[src/slpx_consts.svh]
// constants for the sleep exit and pin hold controller
`ifndef SLPX_CONSTS_SVH
`define SLPX_CONSTS_SVH
`define SLPX_ADDR_RESET_CAUSE 12'h000
`define SLPX_ADDR_SLEEP_CAUSE 12'h004
`define SLPX_ADDR_SCRATCH 12'h008
`define SLPX_ADDR_HOLD 12'h00C
`define SLPX_ADDR_CONFIG 12'h010
`define SLPX_ADDR_CONTROL 12'h014
`define SLPX_ADDR_IRQ_STATUS 12'h018
`define SLPX_ADDR_IRQ_CLEAR 12'h01C
`define SLPX_ADDR_IRQ_ENABLE 12'h020
`define SLPX_ADDR_STATE 12'h024
`define SLPX_RC_SLEEP 0
`define SLPX_RC_SOFT 1
`define SLPX_RC_WDOG 2
`define SLPX_RC_HW 3
`define SLPX_SC_CORE 0
`define SLPX_SC_BATT 1
`define SLPX_SC_FORCE 2
`define SLPX_HOLD_DRAM 0
`define SLPX_HOLD_PERIPH 1
`define SLPX_CFG_FLOAT_STATIC 2
`define SLPX_CFG_FLOAT_CARD 1
`define SLPX_CFG_PERIPH_ZERO 4
`define SLPX_CTL_FORCE 0
`define SLPX_CTL_SOFT_RESET 1
`define SLPX_IRQ_WAKE 0
`define SLPX_IRQ_SLEEP 1
`define SLPX_IRQ_HWRST 2
`define SLPX_CLK_HZ 100000000
`define SLPX_TICK_HZ 32768
`define SLPX_TICK_DIV (`SLPX_CLK_HZ / `SLPX_TICK_HZ)
`define SLPX_PLL_LOCK_TICKS 4
`endif

[src/slpx_pkg.sv]
// types for the sleep exit and pin hold controller
package slpx_pkg;
  typedef enum logic [4:0] {
    SLPX_RUN = 5'h01,
    SLPX_SLEEP = 5'h02,
    SLPX_SUPPLY = 5'h04,
    SLPX_LOCK = 5'h08,
    SLPX_BOOT = 5'h10
  } slpx_state_t;
endpackage

[src/slpx_tick.sv]
// divider producing the 32.768 kHz one-cycle enable
`timescale 1ns/100ps
`default_nettype none
module slpx_tick #(
  parameter int DIV = 3051
) (
  input wire logic pclk,
  input wire logic presetn,
  output logic tick
);
  logic [15:0] cnt_reg;
  wire logic wrap = (cnt_reg == 16'(DIV - 1));
  always_ff @(posedge pclk or negedge presetn)
  begin
    if (!presetn)
    begin
      cnt_reg <= 16'h0000;
      tick <= 1'b0;
    end
    else
    begin
      cnt_reg <= wrap ? 16'h0000 : cnt_reg + 16'h0001;
      tick <= wrap;
    end
  end
endmodule
`default_nettype wire

[src/slpx_top.sv]
// sleep exit sequencer, cause status, scratch and sleep pin holding
//
// Operation
// - reset cause register flags sleep, software, watchdog and hardware reset
// - sticky sleep causes core fault, battery fault, forced sleep until cleared
// - scratch word written by software, kept through sleep, never interpreted
// - hardware reset in sleep clears holds, enables supply, times lock, boots
// - clearing DRAM hold returns DRAM strobes from low to the controller's levels
// - core supply enable stays off until the I/O supply is good
// - class 1 outputs low in sleep, held until DRAM hold cleared
// - class 1b outputs low in sleep, normal right after exit
// - class 2 high in sleep, floated when matching float bit set
// - class 2b high in sleep, normal right after exit
// - class 3 pins hold programmed level as outputs, sampled as inputs
// - class 4 pins inputs in sleep, zero or floated, held until cleared
// - class 8 receivers disabled in sleep
`include "slpx_consts.svh"
`timescale 1ns/100ps
`default_nettype none
module slpx_top #(
  parameter int GP_W = 28,
  parameter int PER_W = 8,
  parameter int STR_W = 4
) (
  input wire logic pclk,
  input wire logic presetn,
  input wire logic psel,
  input wire logic penable,
  input wire logic pwrite,
  input wire logic [11:0] paddr,
  input wire logic [31:0] pwdata,
  output logic [31:0] prdata,
  output logic pready,
  output logic pslverr,
  output logic irq,
  input wire logic external_hw_reset_n,
  input wire logic watchdog_reset,
  input wire logic core_supply_fault,
  input wire logic battery_fault,
  input wire logic io_supply_good,
  input wire logic wake_event,
  input wire logic sleep_req,
  output logic core_supply_en,
  output logic internal_reset_n,
  output logic sleep_active,
  input wire logic [STR_W-1:0] ctl_row_strobe_cs,
  input wire logic [STR_W-1:0] ctl_col_strobe_mask,
  output logic [STR_W-1:0] dram_row_strobe_cs,
  output logic [STR_W-1:0] dram_col_strobe_mask,
  input wire logic [31:0] ctl_bus_out,
  input wire logic ctl_bus_oe,
  output logic [31:0] bus_out,
  output logic bus_oe,
  input wire logic [5:0] ctl_static_cs_n,
  output logic [5:0] static_cs_n,
  output logic static_oe,
  input wire logic ctl_card_ctrl_n,
  output logic card_ctrl_n,
  output logic card_oe,
  input wire logic ctl_sdram_row_cmd,
  input wire logic ctl_sdram_col_cmd,
  output logic sdram_row_cmd,
  output logic sdram_col_cmd,
  input wire logic [GP_W-1:0] gp_out,
  input wire logic [GP_W-1:0] gp_dir,
  input wire logic [GP_W-1:0] general_purpose_pin_in,
  output logic [GP_W-1:0] general_purpose_pin_out,
  output logic [GP_W-1:0] general_purpose_pin_oe,
  output logic [GP_W-1:0] gp_sampled,
  input wire logic [PER_W-1:0] per_out,
  input wire logic [PER_W-1:0] per_oe,
  input wire logic [PER_W-1:0] per_pin_in,
  output logic [PER_W-1:0] per_pin_out,
  output logic [PER_W-1:0] per_pin_oe,
  output logic [PER_W-1:0] per_sampled,
  input wire logic debug_in,
  output logic debug_sampled
);
  // ------------------------------------------------------------
  // state
  // ------------------------------------------------------------
  slpx_pkg::slpx_state_t state_reg, state_next;
  logic [3:0] reset_cause_status;
  logic [2:0] sleep_cause_status;
  logic [31:0] sleep_scratch_word;
  logic [1:0] power_status_hold_reg;
  logic [4:0] power_config_reg;
  logic force_sleep_bit;
  logic [2:0] irq_status_reg, irq_enable_reg;
  logic [2:0] lock_cnt_reg;
  logic hw_rst_seen_reg;
  logic tick;

  slpx_tick #(.DIV(`SLPX_TICK_DIV)) u_tick (
    .pclk(pclk),
    .presetn(presetn),
    .tick(tick)
  );

  // ------------------------------------------------------------
  // apb decode
  // ------------------------------------------------------------
  wire logic acc = psel && penable;
  wire logic wr = acc && pwrite;
  wire logic rd_hit_ok = (paddr <= `SLPX_ADDR_STATE) && (paddr[1:0] == 2'h0);
  wire logic wr_rc = wr && (paddr == `SLPX_ADDR_RESET_CAUSE);
  wire logic wr_sc = wr && (paddr == `SLPX_ADDR_SLEEP_CAUSE);
  wire logic wr_scr = wr && (paddr == `SLPX_ADDR_SCRATCH);
  wire logic wr_hold = wr && (paddr == `SLPX_ADDR_HOLD);
  wire logic wr_cfg = wr && (paddr == `SLPX_ADDR_CONFIG);
  wire logic wr_ctl = wr && (paddr == `SLPX_ADDR_CONTROL);
  wire logic wr_iclr = wr && (paddr == `SLPX_ADDR_IRQ_CLEAR);
  wire logic wr_ien = wr && (paddr == `SLPX_ADDR_IRQ_ENABLE);
  wire logic soft_reset = wr_ctl && pwdata[`SLPX_CTL_SOFT_RESET];
  wire logic force_set = wr_ctl && pwdata[`SLPX_CTL_FORCE];

  logic [31:0] rdata;
  always_comb
  begin
    rdata = 32'h0000_0000;
    case (paddr)
      `SLPX_ADDR_RESET_CAUSE: rdata = {28'h0, reset_cause_status};
      `SLPX_ADDR_SLEEP_CAUSE: rdata = {29'h0, sleep_cause_status};
      `SLPX_ADDR_SCRATCH: rdata = sleep_scratch_word;
      `SLPX_ADDR_HOLD: rdata = {30'h0, power_status_hold_reg};
      `SLPX_ADDR_CONFIG: rdata = {27'h0, power_config_reg};
      `SLPX_ADDR_CONTROL: rdata = {31'h0, force_sleep_bit};
      `SLPX_ADDR_IRQ_STATUS: rdata = {29'h0, irq_status_reg};
      `SLPX_ADDR_IRQ_ENABLE: rdata = {29'h0, irq_enable_reg};
      `SLPX_ADDR_STATE: rdata = {27'h0, state_reg};
      default: rdata = 32'h0000_0000;
    endcase
  end

  // ------------------------------------------------------------
  // sequencer
  // ------------------------------------------------------------
  wire logic in_sleep = (state_reg == slpx_pkg::SLPX_SLEEP);
  wire logic fault = core_supply_fault || battery_fault;
  wire logic enter_sleep = force_sleep_bit || sleep_req || fault;
  // a reset pulse seen while asleep makes the exit a full boot
  wire logic hw_exit = hw_rst_seen_reg && external_hw_reset_n;

  always_comb
  begin
    state_next = state_reg;
    case (state_reg)
      slpx_pkg::SLPX_RUN:
        if (enter_sleep)
          state_next = slpx_pkg::SLPX_SLEEP;
      slpx_pkg::SLPX_SLEEP:
        if (hw_exit || (wake_event && !battery_fault))
          state_next = slpx_pkg::SLPX_SUPPLY;
      slpx_pkg::SLPX_SUPPLY:
        if (battery_fault && !hw_rst_seen_reg)
          state_next = slpx_pkg::SLPX_SLEEP;
        else if (io_supply_good)
          state_next = slpx_pkg::SLPX_LOCK;
      slpx_pkg::SLPX_LOCK:
        if (lock_cnt_reg == 3'(`SLPX_PLL_LOCK_TICKS))
          state_next = slpx_pkg::SLPX_BOOT;
      slpx_pkg::SLPX_BOOT:
        state_next = slpx_pkg::SLPX_RUN;
      default:
        state_next = slpx_pkg::SLPX_RUN;
    endcase
  end

  always_ff @(posedge pclk or negedge presetn)
  begin
    if (!presetn)
    begin
      state_reg <= slpx_pkg::SLPX_RUN;
      lock_cnt_reg <= 3'h0;
      hw_rst_seen_reg <= 1'b0;
    end
    else
    begin
      state_reg <= state_next;
      if (state_reg != slpx_pkg::SLPX_LOCK)
        lock_cnt_reg <= 3'h0;
      else if (tick)
        lock_cnt_reg <= lock_cnt_reg + 3'h1;
      if (in_sleep && !external_hw_reset_n)
        hw_rst_seen_reg <= 1'b1;
      else if (state_reg == slpx_pkg::SLPX_BOOT)
        hw_rst_seen_reg <= 1'b0;
    end
  end

  // ------------------------------------------------------------
  // status and control registers
  // ------------------------------------------------------------
  wire logic boot = (state_reg == slpx_pkg::SLPX_BOOT);
  wire logic hw_rst_run = !external_hw_reset_n && !in_sleep;
  wire logic [2:0] sc_evt = {force_sleep_bit || sleep_req, battery_fault, core_supply_fault};
  wire logic [2:0] irq_evt = {boot && hw_rst_seen_reg, in_sleep && state_reg != state_next,
    boot};

  always_ff @(posedge pclk or negedge presetn)
  begin
    if (!presetn)
    begin
      reset_cause_status <= 4'h8;
      sleep_cause_status <= 3'h0;
      sleep_scratch_word <= 32'h0000_0000;
      power_status_hold_reg <= 2'h0;
      power_config_reg <= 5'h00;
      force_sleep_bit <= 1'b0;
      irq_status_reg <= 3'h0;
      irq_enable_reg <= 3'h0;
    end
    else
    begin
      // causes are replaced on each boot; a later write of ones clears
      if (boot)
        reset_cause_status <= hw_rst_seen_reg ? 4'h8 : 4'h1;
      else if (hw_rst_run)
        reset_cause_status <= 4'h8;
      else if (watchdog_reset)
        reset_cause_status <= 4'h4;
      else if (soft_reset)
        reset_cause_status <= 4'h2;
      else if (wr_rc)
        reset_cause_status <= reset_cause_status & ~pwdata[3:0];
      if (state_reg == slpx_pkg::SLPX_RUN && enter_sleep)
        sleep_cause_status <= sleep_cause_status | sc_evt |
          ((wr_sc ? ~pwdata[2:0] : 3'h7) & 3'h0);
      else if (wr_sc)
        sleep_cause_status <= sleep_cause_status & ~pwdata[2:0];
      if (wr_scr)
        sleep_scratch_word <= pwdata;
      if (state_reg == slpx_pkg::SLPX_RUN && enter_sleep)
        power_status_hold_reg <= 2'h3;
      else if (hw_exit)
        power_status_hold_reg <= 2'h0;
      else if (wr_hold)
        power_status_hold_reg <= power_status_hold_reg & ~pwdata[1:0];
      if (wr_cfg)
        power_config_reg <= pwdata[4:0];
      if (in_sleep)
        force_sleep_bit <= 1'b0;
      else if (force_set)
        force_sleep_bit <= 1'b1;
      irq_status_reg <= (irq_status_reg & ~({3{wr_iclr}} & pwdata[2:0])) | irq_evt;
      if (wr_ien)
        irq_enable_reg <= pwdata[2:0];
    end
  end

  // ------------------------------------------------------------
  // pin behaviour in sleep
  // ------------------------------------------------------------
  wire logic dram_hold = power_status_hold_reg[`SLPX_HOLD_DRAM];
  wire logic per_hold = power_status_hold_reg[`SLPX_HOLD_PERIPH];
  wire logic per_freeze = in_sleep || per_hold;
  wire logic fl_static = power_config_reg[`SLPX_CFG_FLOAT_STATIC];
  wire logic fl_card = power_config_reg[`SLPX_CFG_FLOAT_CARD];
  wire logic per_zero = power_config_reg[`SLPX_CFG_PERIPH_ZERO];
  wire logic supply_on = !in_sleep && io_supply_good;
  wire logic [GP_W-1:0] gp_oe_n = gp_dir;

  always_ff @(posedge pclk or negedge presetn)
  begin
    if (!presetn)
    begin
      prdata <= 32'h0000_0000;
      pready <= 1'b0;
      pslverr <= 1'b0;
      irq <= 1'b0;
      core_supply_en <= 1'b0;
      internal_reset_n <= 1'b0;
      sleep_active <= 1'b0;
      dram_row_strobe_cs <= '0;
      dram_col_strobe_mask <= '0;
      bus_out <= 32'h0000_0000;
      bus_oe <= 1'b0;
      static_cs_n <= 6'h3F;
      static_oe <= 1'b1;
      card_ctrl_n <= 1'b1;
      card_oe <= 1'b1;
      sdram_row_cmd <= 1'b1;
      sdram_col_cmd <= 1'b1;
      per_pin_out <= '0;
      per_pin_oe <= '0;
      per_sampled <= '0;
      debug_sampled <= 1'b0;
    end
    else
    begin
      pready <= psel && !penable;
      pslverr <= psel && !penable && !rd_hit_ok;
      prdata <= rdata;
      irq <= |(irq_status_reg & irq_enable_reg);
      core_supply_en <= supply_on;
      internal_reset_n <= (state_reg == slpx_pkg::SLPX_RUN) && external_hw_reset_n;
      sleep_active <= in_sleep;
      // class 1: low while asleep or still held
      dram_row_strobe_cs <= dram_hold ? '0 : ctl_row_strobe_cs;
      dram_col_strobe_mask <= dram_hold ? '0 : ctl_col_strobe_mask;
      // class 1b: low in sleep only
      bus_out <= in_sleep ? 32'h0000_0000 : ctl_bus_out;
      bus_oe <= in_sleep ? 1'b1 : ctl_bus_oe;
      // class 2: high in sleep unless floated
      static_cs_n <= in_sleep ? 6'h3F : ctl_static_cs_n;
      static_oe <= !(in_sleep && fl_static);
      card_ctrl_n <= in_sleep ? 1'b1 : ctl_card_ctrl_n;
      card_oe <= !(in_sleep && fl_card);
      // class 2b: high in sleep only
      sdram_row_cmd <= in_sleep ? 1'b1 : ctl_sdram_row_cmd;
      sdram_col_cmd <= in_sleep ? 1'b1 : ctl_sdram_col_cmd;
      // class 4: receivers off, zero or float, held until released
      per_pin_out <= per_freeze ? '0 : per_out;
      per_pin_oe <= per_freeze ? {PER_W{per_zero}} : per_oe;
      if (!per_freeze)
        per_sampled <= per_pin_in;
      // class 8 debug receiver ignored in sleep
      if (!in_sleep)
        debug_sampled <= debug_in;
    end
  end

  // class 3 general-purpose pins keep level and sampling across sleep
  genvar g;
  generate
    for (g = 0; g < GP_W; g++)
    begin : g_gp
      always_ff @(posedge pclk or negedge presetn)
      begin
        if (!presetn)
        begin
          general_purpose_pin_out[g] <= 1'b0;
          general_purpose_pin_oe[g] <= 1'b0;
          gp_sampled[g] <= 1'b0;
        end
        else
        begin
          general_purpose_pin_out[g] <= gp_out[g];
          general_purpose_pin_oe[g] <= gp_oe_n[g];
          gp_sampled[g] <= general_purpose_pin_in[g];
        end
      end
    end
  endgenerate
endmodule
`default_nettype wire

[config.mk]
export PLATFORM = sky130hd
export DESIGN_NAME = slpx_top
export DESIGN_NICKNAME = d
export VERILOG_FILES = /design/src/slpx_pkg.sv /design/src/slpx_tick.sv /design/src/slpx_top.sv
export VERILOG_INCLUDE_DIRS = /design/src
export SDC_FILE = /design/constraint.sdc
export NUM_CORES = 1
export LEC_CHECK = 0
export ABC_AREA = 1
export BUFFER_PORTS_ARGS = -buffer_cell sky130_fd_sc_hd__clkbuf_2
export CAP_MARGIN = 10
export CORE_AREA = 4 4 158 160
export CTS_BUF_LIST = sky130_fd_sc_hd__clkbuf_8
export DETAILED_ROUTE_END_ITERATION = 10
export DIE_AREA = 0 0 162 164
export HOLD_SLACK_MARGIN = 0.03
export PLACE_DENSITY = 0.71
export SETUP_SLACK_MARGIN = 0.05
export SYNTH_ARGS = -nofsm -noshare
export SYNTH_HDL_FRONTEND = slang
export SYNTH_SLANG_ARGS = --single-unit
export TNS_END_PERCENT = 10
[constraint.sdc]
create_clock -name pclk -period 2.6 [get_ports pclk]
set_clock_uncertainty 0.2 [all_clocks]
set_input_delay 0.26 -clock pclk [delete_from_list [all_inputs] [get_ports pclk]]
set_output_delay 0.26 -clock pclk [all_outputs]
set_load 0.01 [all_outputs]
# Word-level counts from Yosys, hierarchy flattened
# Cells that the tools add are included.
[totals] mem_bits_rw=0 latchBits=0 reg_bits=278 rom_bits=0 wordCells=235 memories=0
[classes] muxes=35 multipliers=0 shifts=0 n_eq_ne=18 magnitude_cmp=1 div=0 bitwise_logic=12 n_addsub=2 n_reduce_logical=49
[op_table] operator="case mux 32 bit (9 select lines)" n=1
[op_table] operator="equality test 12 x 5 -> 1 bit, second input constant" n=4
[op_table] operator="two-way mux 32 bit" n=1
[op_table] operator="two-way mux 4 bit" n=8
[op_table] operator="logical AND 1 bit" n=27
[op_table] operator="two-way mux 5 bit" n=5
[op_table] operator="equality test 12 x 4 -> 1 bit, second input constant" n=2
[op_table] operator="equality test 12 x 6 -> 1 bit, second input constant" n=2
[op_table] operator="case mux 5 bit (4 select lines)" n=1
[op_table] operator="adder 16 x 1 -> 16 bit, second input constant" n=1
[op_table] operator="equality test 16 x 12 -> 1 bit, second input constant" n=1
[op_table] operator="two-way mux 16 bit" n=1
[op_table] operator="two-way mux 8 bit" n=2
[op_table] operator="bitwise AND 3 bit" n=4
[op_table] operator="equality test 12 x 3 -> 1 bit, second input constant" n=1
[op_table] operator="less-or-equal comparator 12 x 6 -> 1 bit, second input constant" n=1
[op_table] operator="zero test 12 bit" n=1
[op_table] operator="two-way mux 3 bit" n=4
[op_table] operator="zero test 1 bit" n=8
[op_table] operator="two-way mux 1 bit" n=8
[op_table] operator="nonzero test 2 bit" n=4
[op_table] operator="two-way mux 2 bit" n=3
[op_table] operator="two-way mux 6 bit" n=1
[op_table] operator="NOT 3 bit" n=2
[op_table] operator="19 further kinds" n=24

# Longest topological paths before layout
[logic_depth] depth_word=8 mapped_depth=10 ltp_nobuf=10

# Hierarchy
# A second synthesis with hierarchy kept.
[unflattened] hier_cells=940 hier_area_um2=10049.6
[modules_own_cells] module="slpx_top" cells_per_inst=812 seq_area_each_um2=6547.5 area_per_inst_um2=9098.7 n_inst=1
[modules_own_cells] module="slpx_tick" cells_per_inst=128 seq_area_each_um2=425.4 area_per_inst_um2=950.9 n_inst=1

# Worst setup path after synthesis
# OpenSTA, ideal clock, no wires.
[synth_path] path_type="reg2reg" from="register state_reg[2]" to="register per_sampled[6]" stages_incl_launch_ff=6 period_less_slack_ps=1659 arrival_time_ps=1334 required_time_ps=2275 path_slack_ps=941 path_cell_list="dfrtp_1 -> nor2_2 -> nand3_2 -> nand2_2 -> buf_4 -> mux2_2"
[synth_via] elab_chain_len=2
[synth_rtl] element="from (decl)" line="slpx_top.sv:82" rtl="slpx_pkg::slpx_state_t state_reg, state_next;"
[synth_rtl] element="from (signal assigned)" line="slpx_top.sv:173" rtl="state_reg <= slpx_pkg::SLPX_RUN;"
[synth_rtl] element="from (signal assigned)" line="slpx_top.sv:179" rtl="state_reg <= state_next;"
[synth_rtl] element="equality test 5 x 2 -> 1 bit" line="slpx_top.sv:138" rtl="wire logic in_sleep = (state_reg == slpx_pkg::SLPX_SLEEP);"
[synth_rtl] element="logical OR 1 bit" line="slpx_top.sv:256" rtl="wire logic per_freeze = in_sleep || per_hold;"
[synth_rtl] element="to (signal assigned)" line="slpx_top.sv:316" rtl="per_sampled <= per_pin_in;"
[synth_rtl] element="to (decl)" line="slpx_top.sv:75" rtl="output logic [PER_W-1:0] per_sampled,"
# Every way passes these cells.
# A chain may end at the register's enable or synchronous reset.

# Worst setup path after layout
[layout_path] from="input paddr[4]" to="register force_sleep_bit"
[layout_via] elab_chain_len=4
[layout_rtl] element="from (decl)" line="slpx_top.sv:30" rtl="input wire logic [11:0] paddr,"
[layout_rtl] element="equality test 12 x 5 -> 1 bit"
[layout_rtl] element="logical AND 1 bit" line="slpx_top.sv:111" rtl="wire logic wr_ctl = wr && (paddr == `SLPX_ADDR_CONTROL);"
[layout_rtl] element="logical AND 1 bit" line="slpx_top.sv:115" rtl="wire logic force_set = wr_ctl && pwdata[`SLPX_CTL_FORCE];"
[layout_rtl] element="nonzero test 2 bit (no source line)"
[layout_rtl] element="to (signal assigned)" line="slpx_top.sv:209" rtl="force_sleep_bit <= 1'b0;"
[layout_rtl] element="to (signal assigned)" line="slpx_top.sv:242" rtl="force_sleep_bit <= 1'b0;"
[layout_rtl] element="to (signal assigned)" line="slpx_top.sv:244" rtl="force_sleep_bit <= 1'b1;"
[layout_rtl] element="to (decl)" line="slpx_top.sv:88" rtl="logic force_sleep_bit;"
# Every way passes these cells.

==> results.cfg <==
[clock_tree]
cts_tree = yes
cts_buffers = 46
h-tree-depth = 2
clockBufferDepth = 3
cts_setup_buffers = 0
cts_sinks = 278
clkLatencyLatePin_ns = 0.55
clk_pin_slew_ns = 0.06
clockRootBuffer = clkbuf_8

[critical_path]
cp_slowest_cell = dlygate4sd3_1
crit_start = paddr[4]
cp_top_family = buffers and inverters
reg2reg_from = state_reg[4]$_DFF_PN0_
critPathCaptureType = flop
path_buf_inv = 4
required_ns = 2.88
max_stage_delay_ns = 0.60
critPathCapture = force_sleep_bit$_DFFE_PN0P_
r2r-end = state_reg[2]$_DFF_PN0_
crit_chain = dlygate4sd3_1 -> clkbuf_2 -> nand2_1 -> dlygate4sd3_1 -> nor3_4 -> nand3_1 -> dlygate4sd3_1 -> a21oi_1
cp_data_arrival_time_ns = 2.65
path_max_fanout = 5
path_depth = 8
crit_path_start_kind = input port
crit_path_frequent_cell = dlygate4sd3_1
r2r_slack_ns = 0.23
path_class = in2reg
reg2reg_depth = 7

[grt]
met2_usage = 0.437
grt_pass1_vias = 9273
grt_antenna_before_repair = 3
use_met1 = 0.256
busiest_layer = met2
grt_max_degree = 84
grt_first_pass_wirelength_um = 49400
overflow = 0
grt.total_usage = 0.235
grtUsageMet3 = 0.0572

[power]
p_leak_nw = 8.32
p_per_area_mw_per_mm2 = 727
ir_drop_v = 0.000454

[finish]
syn_to_final_growth_pct = 57.6
post_route_cells_drive_above_1_share = 0.344
reg.largest.list = bus_out (32), prdata (32), sleep_scratch_word (32)
fillCellCount = 1768
num-nets-final = 1766
final_core_util = 0.658
fin_cells = 1905

[synthesis]
synth_top_cell_by_area = dfrtp_1
syn_area_mm2 = 0.00977
synth_xor_area_frac = 0.00538
synth_seq_cells = 278
ys_types = 42
synth_area_leaders = dfrtp_1 68%, inv_1 5.6%, nand2_1 4.6%
synth_mux_area_frac = 0.00922
synth_compound_area_frac = 0.0463
synth-seq-area-share = 0.714
yosysTopAreaCellShare = 0.679
synth_top_family_by_area = simple AND/OR/NAND/NOR gates
synthAdderAreaFrac = 0.00512
ys_warn_count = 0
syn_avg_cell_area_um2 = 11.1
synth-simple-area-share = 0.152
ys.flop_type = dfrtp_1
synth_cells = 877
synth_edf_count = 0
async_flop_share = 1.00
synth_nets = 1096

[route]
vias = 8777
wl_per_cell_um = 16.5
first_iter_violations = 426
routed_wl_um = 31500
first_pass_iters = 6
drc = 0
antenna_left = 0
vias_per_cell = 4.61

[die]
fp.dieW_um = 162
io_pins = 414
rows = 56
start_util = 0.417
die_y_um = 164
core-area_mm2 = 0.0234
fp.dieArea_mm2 = 0.0266

[timing]
tns_ns = 0
rsz0062_at_grt = no
max_slew_margin = 0.555
finalMaxSlewViolations = 0
tightest_slew_ns = 0.668
min_period_ns = 2.38
fmax_mhz = 421
fin_crit_sh = 0.914
finalHoldViolations = 0
setup_viol = 0
setup_slack_ns = 0.224

[worst_hold_path]
min_path_cells = 5
hp-class = in2reg

[placed_design]
preCtsSetupSlack_ns = 0.539
place_hpwl_um = 20600
place_inst = 1605
place_congestion = 0.880
numPortBuffers = 413

[run]
drv_cap = 0

[run_status]
outcome = finished, final reports clean
==> kinds of logic (layout without fill, tap and decap cells) <==
| kind of cell | Yosys count | after routing |
|---|---|---|
| simple gates | 334 | 334 |
| flops | 278 | 278 |
| buf+inv | 164 | 869 |
| compound gates | 83 | 83 |
| mux | 8 | 8 |
| xor+xnor | 6 | 6 |
| fa+ha+maj | 4 | 4 |
| other cells | 0 | 4 |
==> cells in the mapped netlist (3+ instances only) <==
master and instances:
ha_1 4, clkbuf_1 4, nand4_1 11, or2_2 12
nor2_1 116, buf_2 6, o21ai_1 31, dfrtp_1 265
a21oi_1 13, mux2_2 8, o22ai_1 6, nor2_2 6
inv_1 146, nand2_2 3, dfstp_2 13, xor2_1 5
o21ai_0 22, nor3_1 16, buf_4 4, nand3_1 37
buf_6 3, nand2_1 119
==> where the power goes <==
| part | switching, mW | internal (mW) | total (mW) | leakage [nW] |
|---|---|---|---|---|
| Clock | 1.74 | 2.21 | 3.95 | 0.555 |
| Combinational | 1.24 | 0.907 | 2.14 | 4.51 |
| Sequential | 0.216 | 4.87 | 5.09 | 3.25 |
==> what timing repair did <==
action	4_1_cts	5_1_grt
hold buffers	213	0
gates resized for setup	0	1
endpoints found under the hold margin	428	0
setup endpoints to repair	0	1
==> area by class of cell <==
cell class,instances,area [µm²],area share
inverter,147,552,0.0358
clock buffer,58,798,0.0519
tap,319,399,0.0259
sequential,278,6970,0.453
clock inverter,25,165,0.0107
antenna,4,10.0,0.000650
multi-input combinational,435,2140,0.139
timing repair buffer,639,4360,0.283
==> per-stage QoR <==
stage,power [mW],hold WS (ns),cell area [µm²]
2_1_floorplan,5.99,-0.236,9770
3_3_place_gp,6.96,0.118,12300
3_5_place_dp,7.02,0.120,12300
4_1_cts,11.2,0.0602,15400
5_1_grt,11.7,0.100,15400
6_report,11.2,0.0963,15400
==> per-layer routing <==
layer | part of all wire | routed length [µm]
met1 | 0.35 | 11100
met2 | 0.54 | 17100
met3 | 0.068 | 2130
met4 | 0.037 | 1160
met5 | 0 | 0
==> layout by cell type (no fill, tap or decap), types with 2 or more instances in the layout <==
cell type and count:
a21boi_0 2, a21oi_1 13, buf_12 4, buf_4 9, bufinv_16 2, clkbuf_2 412
clkbuf_8 58, clkinv_2 4, dfrtp_1 265, dfstp_2 13, diode_2 4, dlygate4sd3_1 213
ha_1 4, inv_1 162, inv_6 2, mux2_2 8, nand2_1 119, nand2_2 3
nand3_1 37, nand3_2 2, nand4_1 11, nor2_1 116, nor2_2 6, nor2_4 2
nor3_1 16, nor4_1 2, o21ai_0 22, o21ai_1 31, o21bai_1 2, o22ai_1 6
o31ai_1 2, or2_2 12, xor2_1 5
==> worst min-delay path by stage <==
stage	startpoint	end	slack (ns)
after floorplan	presetn	bus_oe$_DFF_PN0_	-0.24
after global placement	presetn	per_sampled[3]$_DFFE_PN0N_	0.12
after detailed placement	presetn	per_sampled[2]$_DFFE_PN0N_	0.12
after CTS	pwrite	power_status_hold_reg[0]$_DFFE_PN0P_	0.06
after global routing	paddr[11]	power_config_reg[0]$_DFFE_PN0P_	0.10
final	paddr[11]	power_config_reg[0]$_DFFE_PN0P_	0.1
==> worst register-to-register path: cells and delay by family (launching register included) <==
family,cells,cell delay [ns]
compound gates,1,0.08
buf+inv,4,1.16
flops,1,0.43
simple gates,2,0.44
(Power assumes the default switching activity.)
